===== config.mk =====
export PLATFORM = sky130hd
export DESIGN_NAME = igo_top
export DESIGN_NICKNAME = d
export VERILOG_FILES = /design/src/hw/igo_pkg.sv /design/src/hw/igo_trim_dec.sv /design/src/hw/igo_gain_dec.sv /design/src/hw/igo_top.sv
export SDC_FILE = /design/constraint.sdc
export NUM_CORES = 1
export LEC_CHECK = 0
export BUFFER_PORTS_ARGS = -buffer_cell sky130_fd_sc_hd__buf_2
export CAP_MARGIN = 10
export CELL_PAD_IN_SITES_DETAIL_PLACEMENT = 1
export CELL_PAD_IN_SITES_GLOBAL_PLACEMENT = 1
export CORE_AREA = 2 2 94 114
export CTS_BUF_LIST = sky130_fd_sc_hd__clkbuf_8 sky130_fd_sc_hd__clkbuf_16
export DETAILED_ROUTE_END_ITERATION = 16
export DIE_AREA = 0 0 96 116
export PLACE_DENSITY_LB_ADDON = 0.1
export SETUP_SLACK_MARGIN = 0.05
export SYNTH_ARGS = -nofsm -noshare
export SYNTH_HDL_FRONTEND = slang
export SYNTH_HIERARCHICAL = 1
export SYNTH_SLANG_ARGS = --single-unit

===== constraint.sdc =====
create_clock -name CLK_I -period 2.3 [get_ports CLK_I]
set_clock_uncertainty 0.2 [all_clocks]
set_input_delay 0.23 -clock CLK_I [delete_from_list [all_inputs] [get_ports CLK_I]]
set_output_delay 0.23 -clock CLK_I [all_outputs]
set_load 0.02 [all_outputs]

===== src/hw/igo_pkg.sv =====
// Package with offsets, field layouts and carriers for the input gain/offset registers
package igo_pkg;
	localparam logic [3:0] ADDR_GAIN_SELECT = 4'h7;
	localparam logic [3:0] ADDR_OFFSET_TRIM_A = 4'h8;
	localparam logic [3:0] ADDR_OFFSET_TRIM_B = 4'h9;
	localparam logic [3:0] ADDR_INTERP_RATE = 4'h2;
	localparam logic [3:0] ADDR_STATUS = 4'hA;
	localparam int COARSE_LSB = 0;
	localparam int FINE_A_LSB = 3;
	localparam int FINE_B_LSB = 5;
	localparam int OFS_SIGN_BIT = 5;
	localparam logic [2:0] COARSE_UNDEFINED = 3'h7;
	localparam logic [7:0] GAIN_RESET = 8'h00;
	localparam logic [7:0] OFFSET_RESET = 8'h00;
	localparam logic [7:0] INTERP_RESET = 8'h04;
	localparam int OFS_STEP_MV = 13;
	localparam int EDGES_PER_PERIOD = 4;
	// Fine gain in tenths of a dB per code step
	localparam int FINE_STEP_CDB = 7;
	localparam int NVM_LOAD_CYCLES = 4;

	typedef struct packed {
		logic [2:0] coarse_gain_code;
		logic [1:0] fine_gain_ch_a;
		logic [1:0] fine_gain_ch_b;
		logic [5:0] offset_trim_ch_a;
		logic [5:0] offset_trim_ch_b;
		logic [7:0] interp_rate_code;
	} igo_cfg_t;

	typedef struct packed {
		logic neg;
		logic [4:0] mag;
	} igo_trim_t;
endpackage : igo_pkg


===== src/hw/igo_trim_dec.sv =====
// Sign-magnitude offset trim decoder for one channel
`timescale 1ns/1ps
module igo_trim_dec (
	input wire logic [5:0] code_i,
	output igo_pkg::igo_trim_t trim_o,
	output logic [8:0] offset_mv_o
);
	wire zero_mag = (code_i[4:0] == 5'h00);
	assign trim_o.neg = code_i[igo_pkg::OFS_SIGN_BIT] & ~zero_mag;
	assign trim_o.mag = code_i[4:0];
	assign offset_mv_o = 9'(code_i[4:0] * igo_pkg::OFS_STEP_MV);
endmodule : igo_trim_dec


===== src/hw/igo_gain_dec.sv =====
// Coarse and fine gain selection for the input amplifier
`timescale 1ns/1ps
module igo_gain_dec (
	input wire logic [2:0] code_i,
	input wire logic [2:0] nvm_code_i,
	input wire logic [1:0] fine_i,
	output logic [2:0] coarse_eff_o,
	output logic [4:0] fine_cdb_o
);
	assign coarse_eff_o = (code_i == igo_pkg::COARSE_UNDEFINED) ? nvm_code_i : code_i;
	assign fine_cdb_o = 5'(fine_i * igo_pkg::FINE_STEP_CDB);
endmodule : igo_gain_dec


===== src/hw/igo_top.sv =====
// Input stage gain and offset trim configuration register bank
// How it works
// - One 3-bit coarse gain in gain_select 2:0 drives both channels.
// - Coarse codes 0 to 6 pick rising gain, halving input range each step.
// - Coarse code 7 is undefined; the stored non-volatile coarse gain is used.
// - Fine gain per channel: A in bits 4:3, B in bits 6:5.
// - Fine codes add 0, 0.7, 1.4, 2.1 dB gain.
// - Six-bit offset trim per channel at offsets 8 and 9, bits 5:0.
// - Trim is sign-magnitude, 13 mV steps; both zero codes mean none.
// - Fields load from non-volatile storage after reset, then stay read/write.
// - Resolution equals quadrature edges counted per input period.
`timescale 1ns/1ps
module igo_top (
	input wire logic CLK_I,
	input wire logic RST_I,
	input wire logic [3:0] ADDR_I,
	input wire logic [7:0] WDATA_I,
	input wire logic WR_I,
	input wire logic RD_I,
	output logic [7:0] RDATA_O,
	input wire logic [7:0] NVM_GAIN_I,
	input wire logic [5:0] NVM_OFS_A_I,
	input wire logic [5:0] NVM_OFS_B_I,
	input wire logic [7:0] NVM_INTERP_I,
	output logic LOAD_DONE_O,
	output logic [2:0] COARSE_GAIN_O,
	output logic [4:0] FINE_CDB_A_O,
	output logic [4:0] FINE_CDB_B_O,
	output logic OFS_NEG_A_O,
	output logic [4:0] OFS_MAG_A_O,
	output logic OFS_NEG_B_O,
	output logic [4:0] OFS_MAG_B_O,
	output logic [9:0] INTERP_FACTOR_Q2_O
);
	typedef enum logic [1:0] {
		ST_LOAD = 2'b01,
		ST_RUN = 2'b10
	} igo_state_t;

	igo_state_t state_r, state_nxt;
	logic [2:0] load_cnt_r;
	logic [7:0] gain_r, ofs_a_r, ofs_b_r, interp_r;
	logic [7:0] rdata_r;
	logic [2:0] coarse_out_r;
	logic [4:0] fine_a_out_r, fine_b_out_r;
	logic neg_a_r, neg_b_r;
	logic [4:0] mag_a_r, mag_b_r;
	logic [9:0] factor_r;
	logic done_r;

	wire load_end = (state_r == ST_LOAD) && (load_cnt_r == 3'(igo_pkg::NVM_LOAD_CYCLES - 1));
	wire running = (state_r == ST_RUN);
	wire wr_gain = running & WR_I & (ADDR_I == igo_pkg::ADDR_GAIN_SELECT);
	wire wr_ofs_a = running & WR_I & (ADDR_I == igo_pkg::ADDR_OFFSET_TRIM_A);
	wire wr_ofs_b = running & WR_I & (ADDR_I == igo_pkg::ADDR_OFFSET_TRIM_B);
	wire wr_interp = running & WR_I & (ADDR_I == igo_pkg::ADDR_INTERP_RATE);

	igo_pkg::igo_cfg_t cfg;
	assign cfg.coarse_gain_code = gain_r[igo_pkg::COARSE_LSB +: 3];
	assign cfg.fine_gain_ch_a = gain_r[igo_pkg::FINE_A_LSB +: 2];
	assign cfg.fine_gain_ch_b = gain_r[igo_pkg::FINE_B_LSB +: 2];
	assign cfg.offset_trim_ch_a = ofs_a_r[5:0];
	assign cfg.offset_trim_ch_b = ofs_b_r[5:0];
	assign cfg.interp_rate_code = interp_r;

	logic [2:0] coarse_eff, coarse_eff_b;
	logic [4:0] fine_cdb_a, fine_cdb_b;
	igo_pkg::igo_trim_t trim_a, trim_b;

	igo_gain_dec u_gain_a (
		.code_i(cfg.coarse_gain_code),
		.nvm_code_i(NVM_GAIN_I[2:0]),
		.fine_i(cfg.fine_gain_ch_a),
		.coarse_eff_o(coarse_eff),
		.fine_cdb_o(fine_cdb_a)
	);
	igo_gain_dec u_gain_b (
		.code_i(cfg.coarse_gain_code),
		.nvm_code_i(NVM_GAIN_I[2:0]),
		.fine_i(cfg.fine_gain_ch_b),
		.coarse_eff_o(coarse_eff_b),
		.fine_cdb_o(fine_cdb_b)
	);
	igo_trim_dec u_trim_a (
		.code_i(cfg.offset_trim_ch_a),
		.trim_o(trim_a),
		.offset_mv_o()
	);
	igo_trim_dec u_trim_b (
		.code_i(cfg.offset_trim_ch_b),
		.trim_o(trim_b),
		.offset_mv_o()
	);

	// Factor in quarter units equals resolution code; code 0 gives 256
	wire [9:0] res_edges = (interp_r == 8'h00) ? 10'h100 : {2'h0, interp_r};

	wire [7:0] rd_mux =
		(ADDR_I == igo_pkg::ADDR_GAIN_SELECT) ? {1'b0, gain_r[6:0]} :
		(ADDR_I == igo_pkg::ADDR_OFFSET_TRIM_A) ? {2'h0, ofs_a_r[5:0]} :
		(ADDR_I == igo_pkg::ADDR_OFFSET_TRIM_B) ? {2'h0, ofs_b_r[5:0]} :
		(ADDR_I == igo_pkg::ADDR_INTERP_RATE) ? interp_r :
		(ADDR_I == igo_pkg::ADDR_STATUS) ? {7'h00, running} : 8'h00;

	always_comb begin
		state_nxt = state_r;
		unique case (state_r)
			ST_LOAD: begin
				if (load_end) begin
					state_nxt = ST_RUN;
				end
			end
			ST_RUN: begin
				state_nxt = ST_RUN;
			end
			default: begin
				state_nxt = ST_LOAD;
			end
		endcase
	end

	always_ff @(posedge CLK_I) begin
		if (RST_I) begin
			state_r <= ST_LOAD;
			load_cnt_r <= 3'h0;
		end else begin
			state_r <= state_nxt;
			if (state_r == ST_LOAD) begin
				load_cnt_r <= load_cnt_r + 3'h1;
			end
		end
	end

	// Load from storage then software access
	always_ff @(posedge CLK_I) begin
		if (RST_I) begin
			gain_r <= igo_pkg::GAIN_RESET;
		end else if (load_end) begin
			gain_r <= {1'b0, NVM_GAIN_I[6:0]};
		end else if (wr_gain) begin
			gain_r <= {1'b0, WDATA_I[6:0]};
		end
	end

	always_ff @(posedge CLK_I) begin
		if (RST_I) begin
			ofs_a_r <= igo_pkg::OFFSET_RESET;
			ofs_b_r <= igo_pkg::OFFSET_RESET;
		end else if (load_end) begin
			ofs_a_r <= {2'h0, NVM_OFS_A_I};
			ofs_b_r <= {2'h0, NVM_OFS_B_I};
		end else begin
			if (wr_ofs_a) begin
				ofs_a_r <= {2'h0, WDATA_I[5:0]};
			end
			if (wr_ofs_b) begin
				ofs_b_r <= {2'h0, WDATA_I[5:0]};
			end
		end
	end

	always_ff @(posedge CLK_I) begin
		if (RST_I) begin
			interp_r <= igo_pkg::INTERP_RESET;
		end else if (load_end) begin
			interp_r <= NVM_INTERP_I;
		end else if (wr_interp) begin
			interp_r <= WDATA_I;
		end
	end

	always_ff @(posedge CLK_I) begin
		if (RST_I) begin
			rdata_r <= 8'h00;
		end else if (RD_I) begin
			rdata_r <= rd_mux;
		end else begin
			rdata_r <= 8'h00;
		end
	end

	always_ff @(posedge CLK_I) begin
		if (RST_I) begin
			coarse_out_r <= 3'h0;
			fine_a_out_r <= 5'h00;
			fine_b_out_r <= 5'h00;
			neg_a_r <= 1'b0;
			mag_a_r <= 5'h00;
			neg_b_r <= 1'b0;
			mag_b_r <= 5'h00;
			factor_r <= 10'h000;
			done_r <= 1'b0;
		end else begin
			coarse_out_r <= coarse_eff;
			fine_a_out_r <= fine_cdb_a;
			fine_b_out_r <= fine_cdb_b;
			neg_a_r <= trim_a.neg;
			mag_a_r <= trim_a.mag;
			neg_b_r <= trim_b.neg;
			mag_b_r <= trim_b.mag;
			factor_r <= res_edges;
			done_r <= running;
		end
	end

	assign RDATA_O = rdata_r;
	assign LOAD_DONE_O = done_r;
	assign COARSE_GAIN_O = coarse_out_r;
	assign FINE_CDB_A_O = fine_a_out_r;
	assign FINE_CDB_B_O = fine_b_out_r;
	assign OFS_NEG_A_O = neg_a_r;
	assign OFS_MAG_A_O = mag_a_r;
	assign OFS_NEG_B_O = neg_b_r;
	assign OFS_MAG_B_O = mag_b_r;
	assign INTERP_FACTOR_Q2_O = factor_r;

	// Both channels must see the same coarse setting
	// Shared coarse check
	a_coarse_shared: assert property (@(posedge CLK_I) disable iff (RST_I)
		coarse_eff == coarse_eff_b) else $error("coarse gain differs between channels");
	a_coarse_fallback: assert property (@(posedge CLK_I) disable iff (RST_I)
		(gain_r[2:0] == 3'h7) |=> (COARSE_GAIN_O == $past(NVM_GAIN_I[2:0])))
		else $error("undefined coarse code not replaced");
	a_coarse_direct: assert property (@(posedge CLK_I) disable iff (RST_I)
		(gain_r[2:0] != 3'h7) |=> (COARSE_GAIN_O == $past(gain_r[2:0])))
		else $error("coarse code not passed through");
	a_fine_step: assert property (@(posedge CLK_I) disable iff (RST_I)
		wr_gain ##1 1'b1 |=> (FINE_CDB_B_O == 5'($past(WDATA_I[6:5], 2) * 7)))
		else $error("fine gain B wrong");
	a_fine_a_field: assert property (@(posedge CLK_I) disable iff (RST_I)
		wr_gain |=> (gain_r[4:3] == $past(WDATA_I[4:3])))
		else $error("fine gain A field not stored");
	a_trim_zero: assert property (@(posedge CLK_I) disable iff (RST_I)
		(ofs_a_r[4:0] == 5'h00) |=> !OFS_NEG_A_O) else $error("zero trim flagged negative");
	a_trim_b_write: assert property (@(posedge CLK_I) disable iff (RST_I)
		wr_ofs_b ##1 1'b1 |=> (OFS_MAG_B_O == $past(WDATA_I[4:0], 2)))
		else $error("trim B magnitude wrong");
	a_nvm_load: assert property (@(posedge CLK_I) disable iff (RST_I)
		load_end |=> (ofs_a_r[5:0] == $past(NVM_OFS_A_I)) ##1 LOAD_DONE_O)
		else $error("storage load not applied");
	a_read_back: assert property (@(posedge CLK_I) disable iff (RST_I)
		(RD_I && ADDR_I == igo_pkg::ADDR_INTERP_RATE && !WR_I) |=> (RDATA_O == $past(interp_r)))
		else $error("interp rate read back wrong");
	c_load_done: cover property (@(posedge CLK_I) disable iff (RST_I) load_end);
	c_coarse_undef: cover property (@(posedge CLK_I) disable iff (RST_I)
		wr_gain && WDATA_I[2:0] == 3'h7);
	c_neg_trim: cover property (@(posedge CLK_I) disable iff (RST_I) OFS_NEG_B_O);
	c_read_gain: cover property (@(posedge CLK_I) disable iff (RST_I)
		RD_I && ADDR_I == igo_pkg::ADDR_GAIN_SELECT);
endmodule : igo_top


==> key figures <==
Clock network
  – Clock insertion delay at the later pin of the skew report: 0.34 ns
  – Root buffer cell: clkbuf_16
  – Post-CTS Repair Setup Buffers: 0
  – CTS clock-pin slew for the worst setup and hold paths: 0.06 ns
  – CTS tree: done
  – Number of buffers created by CTS: 9
  – CTS max path bufs: 2
  – Clk sinks: 75
  – H-tree levels: 3

Critical path
  – WP data arrival: 2.23 ns
  – Critical path type: register to register
  – Critical path required time: 2.38 ns
  – Crit end category: register
  – Crit-path cells: ha_1, ha_1, nand2_2, buf_12, nor2_1, a311oi_1, dlygate4sd3_1
  – CP peak stage delay: 0.57 ns
  – CP Launch Type: register
  – Slowest-stage cell, CP: dlygate4sd3_1
  – Critical path fanouts, max: 28
  – Crit path top cell by count: ha_1

Pwr
  – Power Total: 3.69 mW
  – Peak VDD IR: 0.000358 V
  – LEAKAGE: 1.78 nW
  – Power per Cell Area: 874 mW/mm2

Die
  – Die Y: 116 um
  – Die width: 96 um
  – Core Area: 0.00996 mm2
  – Die area: 0.0111 mm2
  – IO Pins: 88
  – Initial Utilization: 33.3%
  – Std-Cell Rows: 40

Timing
  – Final setup TNS: 0 ns
  – Worst Hold Margin: -0.00614 ns
  – Period Utilization, post-route: 93.3%
  – Hold Vio Cnt, Final: 2
  – Count of pins over their slew limit: 0
  – Setup Viol. Count Final: 0
  – Max Freq: 466 MHz
  – RSZ-0062 raised after global routing: no
  – Min Clock Period, post-route: 2.14 ns
  – Final Worst Setup Slack: 0.155 ns

Run
  – Max-cap violations: 0

Drt
  – TritonRoute pass-1 iters: 6
  – Total wire length: 9770 um
  – Vias: 2913
  – Antenna Nets Post-Route: 0
  – Iter 0 DRT Violations: 112
  – Post-route DRC: 0
  – Vias per cell: 5.11
  – WL/cell: 17.1 um

Placement
  – DPL Wire Length: 6700 um
  – Port bufs: 85
  – Pre-CTS setup slack: 0.319 ns
  – Gpl congestion: 0.786
  – Placed cell areas: 0.00372 mm2

Global route
  – First-pass GRT wire length: 14800 um
  – Initial antenna violation count: 0
  – Overflow after GRT: 0
  – Global Route Usage Sum: 17.9%
  – Largest net degree at the start of global routing: 56
  – Vias in the first global route: 2829

Layout
  – Layout cell share with drive strength beyond 1: 26.1%
  – Commonest non-fill, non-tap cell in the layout: buf_2
  – Antenna Cells: 0
  – Finished Cell Area: 0.00422 mm2
  – Nets: 497
  – Most frequent cells in the layout: buf_2, dfxtp_1, nor2b_1
  – Area growth, synth to finish: 27.4%

Outcome
  – Violated checks: hold timing
  – Status: complete, but fails checks

Yosys
  – Post-Synthesis Cells: 358
  – Syn nets: 416
  – Syn avg cell area: 9.26 um2
  – Synth warn: 6
  – Cell Area, Synth: 0.00331 mm2

Hold path
  – Worst Hold Class: input pin to register
worst max-delay path, delay by kind of cell (launching register included):
kind | cells | cell delay [ns]
buffers and inverters | 2 | 0.76
adders and majority gates | 2 | 0.39
DFF | 1 | 0.32
AOI/OAI and AO/OA | 1 | 0.21
and+or+nand+nor | 2 | 0.19
area by class of cell:
type,instances,area (um2)
well taps,126,158
multi-input cells,228,1510
flip-flops and latches,75,1500
clock inverters,5,76.3
clock buffers,11,253
fillers,1196,5740
repair buffers,108,666
inverters,17,63.8
power by group:
| group | internal (mW) | switching (mW) | leakage (nW) |
|---|---|---|---|
| logic | 0.265 | 0.340 | 1.01 |
| clock network | 1.00 | 0.555 | 0.163 |
| registers | 1.43 | 0.0985 | 0.606 |
registers in the layout, summed over array words and instances (netlist names):
| register | flops |
|---|---|
| COARSE_GAIN_O | 3 |
| FINE_CDB_B_O | 5 |
| LOAD_DONE_O | 1 |
| OFS_NEG_B_O | 1 |
| FINE_CDB_A_O | 5 |
| OFS_MAG_B_O | 5 |
| INTERP_FACTOR_Q2_O | 9 |
| OFS_MAG_A_O | 5 |
| RDATA_O | 8 |
| interp_r | 8 |
| gain_r | 7 |
| load_cnt_r | 3 |
| state_r | 2 |
| OFS_NEG_A_O | 1 |
| ofs_a_r | 6 |
| ofs_b_r | 6 |
through the flow:
stage                     cells  util (%)
after detailed placement    538      37.3
after global placement      538      37.3
final                       570      42.4
after global routing        570      42.4
after CTS                   569      42.1
after floorplan             358         -
routing by layer:
| metal | global-route usage (%) | wire [um] |
|---|---|---|
| met1 | 22.8 | 4340 |
| met2 | 28.6 | 4760 |
| met3 | 4.29 | 456 |
| met4 | 8.19 | 218 |
| met5 | 0 | 0 |
final timing paths:
path | startpoint | to | slack (ns) | depth (start not counted)
hold reg to reg | interp_r[7] | RDATA_O[7] | 0.29 | 2
setup / recovery | load_cnt_r[0] | gain_r[6] | 0.16 | 7
setup reg to reg | load_cnt_r[0] | gain_r[6] | 0.16 | 7
hold / removal | NVM_OFS_B_I[0] | ofs_b_r[0] | -0.006 | 3
repair_timing:
| action | 4_1_cts | 5_1_grt |
|---|---|---|
| hold buffers | 15 | 0 |
| gates resized for setup | 0 | 2 |
| setup endpoints to repair | 0 | 1 |
| hold endpoints to repair | 14 | 0 |
Power figures use the tool's default switching activity.
